$ cat config.mk
export PLATFORM = sky130hd
export DESIGN_NAME = smfs_supervisor
export DESIGN_NICKNAME = d
export VERILOG_FILES = /design/src/rtl/smfs_supervisor.v
export VERILOG_INCLUDE_DIRS = /design/src /design/src/pkg
export SDC_FILE = /design/constraint.sdc
export NUM_CORES = 1
export LEC_CHECK = 0
export ABC_AREA = 1
export BUFFER_PORTS_ARGS = -buffer_cell sky130_fd_sc_hd__buf_2
export CAP_MARGIN = 20
export CORE_MARGIN = 10
export CORE_UTILIZATION = 45
export CTS_BUF_LIST = sky130_fd_sc_hd__clkbuf_4 sky130_fd_sc_hd__clkbuf_8
export DETAILED_ROUTE_END_ITERATION = 8
export PLACE_DENSITY = 0.76
export SETUP_SLACK_MARGIN = 0.02
export SLEW_MARGIN = 20
export SYNTH_ARGS = -nofsm -noshare
export SYNTH_HDL_FRONTEND = slang
export SYNTH_SLANG_ARGS = --single-unit
export TNS_END_PERCENT = 5
$ cat constraint.sdc
create_clock -name sys_clk_i -period 4.41 [get_ports sys_clk_i]
set_input_delay 0.441 -clock sys_clk_i [delete_from_list [all_inputs] [get_ports sys_clk_i]]
set_output_delay 0.441 -clock sys_clk_i [all_outputs]
set_load 0.02 [all_outputs]
$ cat src/pkg/smfs_consts.vh
// What this block does
// - Electrical fault is OR of charge pump, undervoltage, coil defect, supply reset.
// - After reset enter shutdown; leave only after a full status read.
// - Two-phase positioning uses own parameters copied at start from dual values, or from working values if those are 0.
// - Acceleration shape forced to 1 in second motion; restored value applies after.
// - Full status read reports working velocity values, not sequence copies.
// - Shutdown left only with thermal and electrical fault flags clear.
// - Fault flags clear only on full status read with conditions normal.
// - Secure enable is 1 when secure position differs from 0x400.
// - Stop flag set leaving a halt state, cleared first cycle in stopped.
// - Stopped with position mismatch goes to moving, lowest priority.
// - Step loss blocks set target and go secure; only status read clears it.
// - Frequency select bit 6 of byte 7: 0 gives 22.8 kHz, 1 gives 45.6 kHz.
// - Jitter enable bit 0 of byte 7 adds PWM jitter; readable in status.
// - Motion start switches hold current straight to run current at first step.
// - After deceleration run level for stabilization time, then standstill current.
// - Charge pump low forces abrupt halt and sets charge pump failure flag.
// - Charge pump failure during motion also sets step loss.
// - Long 100 percent duty flags open coil; bridge drop opens bridge, flags defect.
// - Any shutdown cause: bridges high impedance, target loaded from actual.
// - Command interface stays operational during shutdown.
// - Shutdown ends on status read with causes gone; bridges apply hold current.
`ifndef SMFS_CONSTS_VH
`define SMFS_CONSTS_VH
// Register offsets
`define SMFS_A_CMD      4'h0
`define SMFS_A_TARGET   4'h1
`define SMFS_A_SECURE_POSITION_VALUE   4'h2
`define SMFS_A_MPARAM   4'h3
`define SMFS_A_DUAL     4'h4
`define SMFS_A_STATUS   4'h5
`define SMFS_A_ACTUAL   4'h6
`define SMFS_A_VEL      4'h7
// Command codes in the command register
`define SMFS_C_STATUS   8'h01
`define SMFS_C_SETTGT   8'h02
`define SMFS_C_GOSEC    8'h03
`define SMFS_C_ZERO     8'h04
`define SMFS_C_DUAL     8'h05
`define SMFS_C_HARD     8'h06
`define SMFS_C_SOFT     8'h07
`define SMFS_C_DEFAULT  8'h08
`define SMFS_C_STALLP   8'h09
// Parameter byte fields
`define SMFS_B_FREQ     6
`define SMFS_B_JIT      0
`define SMFS_B_SHAPE    7
`define SMFS_VMAX_HI    11
`define SMFS_VMAX_LO    8
`define SMFS_VMIN_HI    15
`define SMFS_VMIN_LO    12
`define SMFS_SEC_OFF    11'h400
`define SMFS_POS_W      16
// Defaults restored
`define SMFS_DEF_MPARAM 16'h5200
// Timing
`define SMFS_CLK_NS       10
`define SMFS_STAB_NS      1000
`define SMFS_STAB_CYC     ((`SMFS_STAB_NS + `SMFS_CLK_NS - 1) / `SMFS_CLK_NS)
`define SMFS_OPEN_CYC_DEF 100000
`define SMFS_CNT_W        20
`define SMFS_ZERO_CNT     20'h00000
`define SMFS_ONE_CNT      20'h00001
// States
`define SMFS_S_STOP  3'h0
`define SMFS_S_MOVE  3'h1
`define SMFS_S_DUAL  3'h2
`define SMFS_S_HARD  3'h3
`define SMFS_S_SOFT  3'h4
`define SMFS_S_STAB  3'h5
`define SMFS_S_SHUT  3'h6
`endif

$ cat src/rtl/smfs_supervisor.v
// The register addresses and the plain strobed port are this design's own decisions.
`timescale 1ns/100ps
`default_nettype none
`include "smfs_consts.vh"
module smfs_supervisor #(
  parameter OPEN_CYC = `SMFS_OPEN_CYC_DEF
) (
  input  wire        sys_clk_i,
  input  wire        reset_i,
  input  wire [3:0]  addr_i,
  input  wire [15:0] wdata_i,
  input  wire        wr_i,
  input  wire        rd_i,
  output reg  [15:0] rdata_o,
  input  wire        tsd_i,
  input  wire        uv2_i,
  input  wire        cp_low_i,
  input  wire        bridge_drop_i,
  input  wire        duty_full_i,
  input  wire        decel_done_i,
  input  wire        step_done_i,
  output reg         bridge_hiz_o,
  output reg         run_current_o,
  output reg         pwm_freq_sel_o,
  output reg         pwm_jitter_o,
  output reg         accel_shape_o,
  output reg         sec_en_o,
  output reg  [2:0]  state_o
);
  // ==========================================================
  // Registers
  reg [2:0]  state_q;
  reg [15:0] target_q, actual_q, mparam_q, dual_q, dualpar_q;
  reg [10:0] secure_position_value_q;
  reg        stop_q, steploss_q, cpfail_q, eldef_q, uv2_q, vdd_q, tsd_q;
  reg        phase2_q, oneshot_q;
  reg [`SMFS_CNT_W-1:0] stab_q, open_q;

  wire wr_cmd  = wr_i && (addr_i == `SMFS_A_CMD);
  wire [7:0] cmd = wdata_i[7:0];
  wire c_stat  = wr_cmd && (cmd == `SMFS_C_STATUS);
  wire c_tgt   = wr_i && (addr_i == `SMFS_A_TARGET);
  wire c_sec   = wr_cmd && (cmd == `SMFS_C_GOSEC);
  wire c_zero  = wr_cmd && (cmd == `SMFS_C_ZERO);
  wire c_dual  = wr_cmd && (cmd == `SMFS_C_DUAL);
  wire c_hard  = wr_cmd && (cmd == `SMFS_C_HARD);
  wire c_soft  = wr_cmd && (cmd == `SMFS_C_SOFT);
  wire c_def   = wr_cmd && (cmd == `SMFS_C_DEFAULT);
  wire c_stall = wr_cmd && (cmd == `SMFS_C_STALLP);
  wire sec_en  = (secure_position_value_q != `SMFS_SEC_OFF);
  wire [15:0] sec_ext = {{5{secure_position_value_q[10]}}, secure_position_value_q};
  wire elflag  = cpfail_q | uv2_q | eldef_q | vdd_q;
  wire cause   = tsd_i | uv2_i | cp_low_i | bridge_drop_i | (open_q == OPEN_CYC);
  wire moving  = (state_q == `SMFS_S_MOVE) || (state_q == `SMFS_S_DUAL);
  wire clr_ok  = c_stat && !cause;

  // ==========================================================
  // Fault flags: set beats clear
  always @(posedge sys_clk_i or posedge reset_i)
  begin
    if (reset_i)
    begin
      cpfail_q   <= 1'b0;
      eldef_q    <= 1'b0;
      uv2_q      <= 1'b0;
      tsd_q      <= 1'b0;
      vdd_q      <= 1'b1;
      steploss_q <= 1'b0;
      open_q     <= `SMFS_ZERO_CNT;
    end
    else
    begin
      // Open coil: saturated duty held long
      if (!duty_full_i)
        open_q <= `SMFS_ZERO_CNT;
      else if (open_q != OPEN_CYC)
        open_q <= open_q + `SMFS_ONE_CNT;
      cpfail_q <= cp_low_i | (cpfail_q & ~clr_ok);
      eldef_q  <= bridge_drop_i | (open_q == OPEN_CYC) | (eldef_q & ~clr_ok);
      uv2_q    <= uv2_i | (uv2_q & ~clr_ok);
      tsd_q    <= tsd_i | (tsd_q & ~clr_ok);
      vdd_q    <= vdd_q & ~clr_ok;
      // Step loss cleared only by status read
      steploss_q <= (cp_low_i & moving) | (c_hard & moving) | (steploss_q & ~c_stat);
    end
  end

  // ==========================================================
  // Motion state machine
  always @(posedge sys_clk_i or posedge reset_i)
  begin
    if (reset_i)
    begin
      state_q   <= `SMFS_S_SHUT;
      target_q  <= 16'h0000;
      actual_q  <= 16'h0000;
      stop_q    <= 1'b0;
      phase2_q  <= 1'b0;
      oneshot_q <= 1'b0;
      stab_q    <= `SMFS_ZERO_CNT;
      dualpar_q <= 16'h0000;
    end
    else
    begin
      // Actual position follows completed steps
      if (c_zero && (state_q == `SMFS_S_STOP || state_q == `SMFS_S_SHUT))
      begin
        actual_q <= 16'h0000;
        target_q <= 16'h0000;
      end
      // A step reported at the target must not walk the position back
      else if (step_done_i && moving && (actual_q != target_q))
        actual_q <= (target_q > actual_q) ? actual_q + 16'h0001 : actual_q - 16'h0001;
      // Target updates are blocked while step loss stands
      if (!steploss_q && (state_q == `SMFS_S_STOP || moving))
      begin
        if (c_tgt)
          target_q <= wdata_i;
        else if (c_sec && sec_en)
          target_q <= sec_ext;
      end
      case (state_q)
        `SMFS_S_STOP:
        begin
          stop_q <= 1'b0;
          if (tsd_q || elflag || cp_low_i)
          begin
            state_q  <= `SMFS_S_SHUT;
            target_q <= actual_q;
          end
          else if (c_dual)
          begin
            dualpar_q <= (dual_q == 16'h0000) ? mparam_q : dual_q;
            phase2_q  <= 1'b0;
            state_q   <= `SMFS_S_DUAL;
          end
          else if (actual_q != target_q)
            state_q <= `SMFS_S_MOVE;
        end
        `SMFS_S_MOVE, `SMFS_S_DUAL:
        begin
          if (c_hard || cp_low_i || uv2_i || bridge_drop_i)
            state_q <= `SMFS_S_HARD;
          else if (c_soft || tsd_i)
            state_q <= `SMFS_S_SOFT;
          else if (state_q == `SMFS_S_DUAL && decel_done_i && !phase2_q)
            phase2_q <= 1'b1;
          else if (decel_done_i || (state_q == `SMFS_S_MOVE && actual_q == target_q))
          begin
            phase2_q <= 1'b0;
            stab_q   <= `SMFS_ZERO_CNT;
            state_q  <= `SMFS_S_STAB;
          end
        end
        `SMFS_S_HARD, `SMFS_S_SOFT:
        begin
          stop_q   <= 1'b1;
          target_q <= actual_q;
          state_q  <= `SMFS_S_STOP;
        end
        `SMFS_S_STAB:
        begin
          // No new positioning until the hold level is reached
          if (stab_q == `SMFS_STAB_CYC - 1)
            state_q <= `SMFS_S_STOP;
          else
            stab_q <= stab_q + `SMFS_ONE_CNT;
        end
        default:
        begin
          // Commands still served here; only exit needs clean status
          target_q <= actual_q;
          if (c_stat && !cause && !tsd_i && !(cpfail_q & cp_low_i))
            state_q <= `SMFS_S_STOP;
        end
      endcase
      oneshot_q <= c_stat;
    end
  end

  // ==========================================================
  // Software registers
  always @(posedge sys_clk_i or posedge reset_i)
  begin
    if (reset_i)
    begin
      secure_position_value_q <= `SMFS_SEC_OFF;
      mparam_q <= `SMFS_DEF_MPARAM;
      dual_q   <= 16'h0000;
    end
    else
    begin
      if (wr_i && addr_i == `SMFS_A_SECURE_POSITION_VALUE)
        secure_position_value_q <= wdata_i[10:0];
      if (wr_i && addr_i == `SMFS_A_MPARAM)
        mparam_q <= wdata_i;
      else if (c_stall)
        mparam_q[`SMFS_B_JIT] <= wdata_i[8 + `SMFS_B_JIT];
      else if (c_def)
        mparam_q <= `SMFS_DEF_MPARAM;
      if (wr_i && addr_i == `SMFS_A_DUAL)
        dual_q <= wdata_i;
    end
  end

  // ==========================================================
  // Read data, one cycle later
  always @(posedge sys_clk_i or posedge reset_i)
  begin
    if (reset_i)
      rdata_o <= 16'h0000;
    else if (!rd_i)
      rdata_o <= 16'h0000;
    else if (addr_i == `SMFS_A_STATUS)
      rdata_o <= {4'h0, mparam_q[`SMFS_B_JIT], stop_q, steploss_q, sec_en,
                  tsd_q, elflag, vdd_q, cpfail_q, uv2_q, eldef_q, state_q[1:0]};
    else if (addr_i == `SMFS_A_TARGET)
      rdata_o <= target_q;
    else if (addr_i == `SMFS_A_ACTUAL)
      rdata_o <= actual_q;
    else if (addr_i == `SMFS_A_SECURE_POSITION_VALUE)
      rdata_o <= {5'h00, secure_position_value_q};
    else if (addr_i == `SMFS_A_MPARAM)
      rdata_o <= mparam_q;
    else if (addr_i == `SMFS_A_VEL)
      rdata_o <= {8'h00, mparam_q[`SMFS_VMIN_HI:`SMFS_VMIN_LO],
                  mparam_q[`SMFS_VMAX_HI:`SMFS_VMAX_LO]};
    else if (addr_i == `SMFS_A_DUAL)
      rdata_o <= dual_q;
    else
      rdata_o <= 16'h0000;
  end

  // ==========================================================
  // Drive outputs
  always @(posedge sys_clk_i or posedge reset_i)
  begin
    if (reset_i)
    begin
      bridge_hiz_o   <= 1'b1;
      run_current_o  <= 1'b0;
      pwm_freq_sel_o <= 1'b0;
      pwm_jitter_o   <= 1'b0;
      accel_shape_o  <= 1'b0;
      sec_en_o       <= 1'b0;
      state_o        <= `SMFS_S_SHUT;
    end
    else
    begin
      bridge_hiz_o   <= (state_q == `SMFS_S_SHUT);
      // Run level kept through stabilization, hold level only after it
      run_current_o  <= moving || (state_q == `SMFS_S_STAB);
      pwm_freq_sel_o <= mparam_q[`SMFS_B_FREQ];
      pwm_jitter_o   <= mparam_q[`SMFS_B_JIT];
      accel_shape_o  <= (state_q == `SMFS_S_DUAL) ?
                        (phase2_q | dualpar_q[`SMFS_B_SHAPE]) : mparam_q[`SMFS_B_SHAPE];
      sec_en_o       <= sec_en;
      state_o        <= state_q;
    end
  end
endmodule // smfs_supervisor
`default_nettype wire

==> impl_results.rst <==
.. list-table::
   :header-rows: 1

   * - Metric
     - Value
   * - TritonCTS Buffers
     - 17
   * - DP HPWL
     - 19.1 mm
   * - Die W
     - 163 um
   * - Number of hold-repair buffers added at the cts stage
     - 0
   * - Setup slack of the critical path after layout
     - 604 ps
   * - Via count of the first global-routing pass
     - between 8000 and 9000
   * - DR vias/cell
     - 5.55
   * - Signed area change from the synthesized netlist to the final layout
     - 9.58%
   * - Async SR Flop Fraction
     - 100%
   * - Top cells by count, synth
     - 291 x nand2_1, 156 x inv_1, 142 x dfrtp_1
   * - Clock tree from TritonCTS
     - yes
   * - Count of input and output buffers
     - 55
   * - Nets in the synthesized netlist
     - roughly 1300
   * - FF+latch count, synth
     - 152
   * - CTS root buffer
     - clkbuf_8
   * - Highest clock frequency the design can meet
     - approximately 260 MHz
   * - Maximum number of pins on one net before global-route repair
     - 79
   * - Resized cells post-CTS
     - 0
   * - Number of iterations in the first detailed-routing pass
     - 5
   * - Final setup viols
     - 0
   * - Number of enable-type register cells in the synthesized netlist
     - 0
   * - Worst endpoint data arrival time
     - 4200 ps
   * - Fillers
     - 1981
   * - CTS H-Tree Depth
     - 4
   * - Total Negative Setup Slacks
     - 0 ps
   * - Multi-input logic area
     - 0.00463 mm2
   * - Clock insertion delay at the later pin of the skew report
     - 470 ps
   * - Max-slew violation total from the final report
     - 0
   * - Cell types occupying the most area after synthesis
     - dfrtp_1 39%, nand2_1 12%, inv_1 6.3%, o21ai_0 4.9%, nand3_1 4.8%
   * - Overall die area
     - 0.0266 mm2
   * - Post-CTS Setup Bufs
     - 0
   * - Measured slew at the worst slew-check pin
     - 1030 ps
   * - Mean routed wirelength per cell
     - about 16 um
   * - Area of the mapped netlist
     - 0.00922 mm2
   * - Placed Area
     - 0.00973 mm2
   * - Clock-pin slew reported for the worst setup and hold paths after clock tree synthesis
     - ~90 ps
   * - Combinational fraction of design power
     - 51.8%
   * - Met3 wire length
     - 2.10 mm
   * - Global-route wire length before repair
     - 41.2 mm
   * - Net load switching power
     - ~3100 uW
   * - Initial antenna violation count
     - 3
   * - CP endpoint kind
     - register
   * - Minimum period implied by the final worst setup slack
     - 3810 ps
   * - Fraction of the yosys area taken by sequential cells
     - slightly above 40%
   * - Minimum hold slack
     - approximately 140 ps
   * - Leftover overflow at the end of global routing
     - 0
   * - Post-layout utilization of the core
     - 50.1%
   * - Sw Ratio
     - 47.6%
   * - Boundary Pins
     - 56
   * - Required time of the worst setup path
     - approximately 4800 ps
   * - Setup repair after global routing missed its margin
     - false
   * - Final RePlAce weighted congestion
     - ~0.97
   * - Result of the run
     - finished clean
   * - Final clock period utilization by the worst path
     - 86.3%
   * - Post-synth top area cell
     - dfrtp_1
   * - Syn Inst Count
     - 1224
   * - Internal power consumption
     - around 3500 uW
   * - Synth warnings
     - 0
   * - Avg Synthesized Cell Area
     - around 7.5 um2
   * - Post-Place Worst Slack
     - 700 ps
   * - Crit Path Class
     - register to register
   * - Clock tree buffer depth
     - 2
   * - Combined flip-flop and latch cell area
     - roughly 0.0038 mm2
   * - Overall global routing resource usage
     - 19.1%
   * - Post-Route M1 WL
     - 11.0 mm
   * - Die Span Y
     - 163 um
   * - Detail Route met2 WL
     - between 10 and 15 mm
   * - Clock net sink count
     - 152
   * - Core Rows
     - 52
   * - Count of nets left with antenna violations after detail routing
     - 0
   * - Highest fanout seen on the critical path
     - 19
   * - Hold/Removal Path Class
     - primary input to async pin
   * - Headroom to the max-slew limit
     - 31.1%
   * - Initial drt markers
     - ~690
   * - Final instance area
     - slightly above 0.01 mm2
   * - Number of hold violations in the final report
     - 0
   * - Highest metal layer with signal wires
     - met4
   * - Starting utilization of the core area
     - a little under half
   * - Top-count cell post-synth
     - nand2_1
   * - Maximum capacitance violations
     - 0
   * - Layout cells sized above 1
     - 11.4%
   * - Clock Power Share
     - between 15 and 20%
   * - Share of total power in sequential cells
     - 32.8%
   * - NumNets Final
     - 1339
   * - Area share of the largest cell type after synthesis
     - about two fifths
   * - Leakage power summed over all cells
     - 0.00497 uW
   * - Number of distinct standard cells referenced by the synthesized netlist
     - 51
   * - Core Region
     - just over 0.02 mm2
   * - Number of remaining DRC errors
     - 0
   * - Most common flop cell mapped by yosys
     - dfrtp_1
   * - Worst vdd ir
     - between 0.3 and 0.4 mV
   * - Vias
     - between 8000 and 9000
   * - Launching element type of the critical path
     - register
   * - DRT Wirelength
     - 25.2 mm
   * - Power Density
     - 652 mW/mm2
   * - Post-Route Skew
     - 10.0 ps
state kept, by name (all words and copies together) (netlist names), 3 cells and up:
signal	cells
open_q	20
stab_q	20
actual_q	16
dual_q	16
mparam_q	16
rdata_o	16
target_q	16
secure_position_value_q	11
state_o	3
state_q	3
cells by family after synthesis:
family,Yosys count,share of synthesized area [%]
multiplexers,1,0.109
AO/OA/AOI/OAI,245,15.3
flip-flops,152,41.4
AND/OR/NAND/NOR,576,28.0
XOR/XNOR,19,1.80
buffers and inverters,195,8.40
adder cells (fa/ha/maj),36,4.96
placed cells by master (no fill, tap or decap), types with 4 or more instances in the layout:
cell,netlist,routed
nand2_1,291,291
inv_1,156,155
dfrtp_1,142,142
o21ai_0,91,91
nor2_1,91,91
nand3_1,89,89
buf_2,8,55
a21oi_1,52,52
ha_1,35,35
nor3_1,32,32
o22ai_1,29,29
nand4_1,26,26
o211ai_1,26,26
clkbuf_8,0,17
o21ai_1,16,16
xor2_1,14,14
dfstp_2,10,10
nor4_1,8,8
nor2_2,7,7
inv_2,7,7
nand2_2,6,6
o21bai_1,6,6
nand3b_1,6,6
nor2_4,5,5
a31oi_1,5,5
clkinvlp_4,0,5
o21ai_2,5,5
xnor2_1,5,5
clkinv_4,0,5
or2_2,4,4
through the flow:
| step | instances | power (uW) |
|---|---|---|
| floorplan | 1224 | 4730 |
| global placement | 1523 | 5460 |
| detailed placement | 1523 | 5550 |
| CTS | 1555 | 6580 |
| global route | 1557 | 7210 |
| finish | 1558 | 6590 |
area by class of cell:
class,count,share of cell area (%)
repair buffers,59,3.14
multi-input cells,877,45.8
flip-flops and latches,152,37.8
inverters,165,6.19
clock inverters,14,1.26
diodes,3,0.0743
well taps,270,3.34
clock buffers,18,2.39
per-layer routing:
layer / track usage, % / vias up
li1: - / 4191
met1: 24.6 / 4093
met2: 29.5 / 319
met3: 5.13 / 45
met4: 8.03 / 0
met5: 0 / -
worst max-delay path: stages, from the launching register on:
cell      delay (ps)
dfrtp_1          440
inv_1            100
ha_1             340
nand4_2          180
nor3_4           310
inv_1            130
nand2_1          580
ha_1             410
nand3_1           90
nand3_1          130
a21boi_0         420
o21ai_0          210
nand2_1           90
nand2_1           60
nand2_1           60
nand2_1           50
o21ai_1          120
power by group through the flow:
| stage | Combinational [uW] | Clock [uW] | Sequential, uW |
|---|---|---|---|
| floorplan | 2620 | 0 | 2120 |
| global placement | 3310 | 0 | 2160 |
| detailed placement | 3380 | 0 | 2170 |
| CTS | 3400 | 1030 | 2150 |
| global route | 3910 | 1100 | 2200 |
| finish | 3410 | 1010 | 2160 |
path summary, 6_finish.rpt:
path                       slack (ps)              to           from  cells after the start
setup / recovery                  600    actual_q[10]   actual_q[15]                     16
hold / removal                    140       stab_q[3]        reset_i                      2
setup reg to reg                  600    actual_q[10]   actual_q[15]                     16
hold reg to reg                   380  pwm_freq_sel_o    mparam_q[6]                      0
max in group asynchronous        3310      state_o[1]        reset_i                      3
min in group sys_clk_i            230         eldef_q  bridge_drop_i                      3
Power figures use the tool's default switching activity.
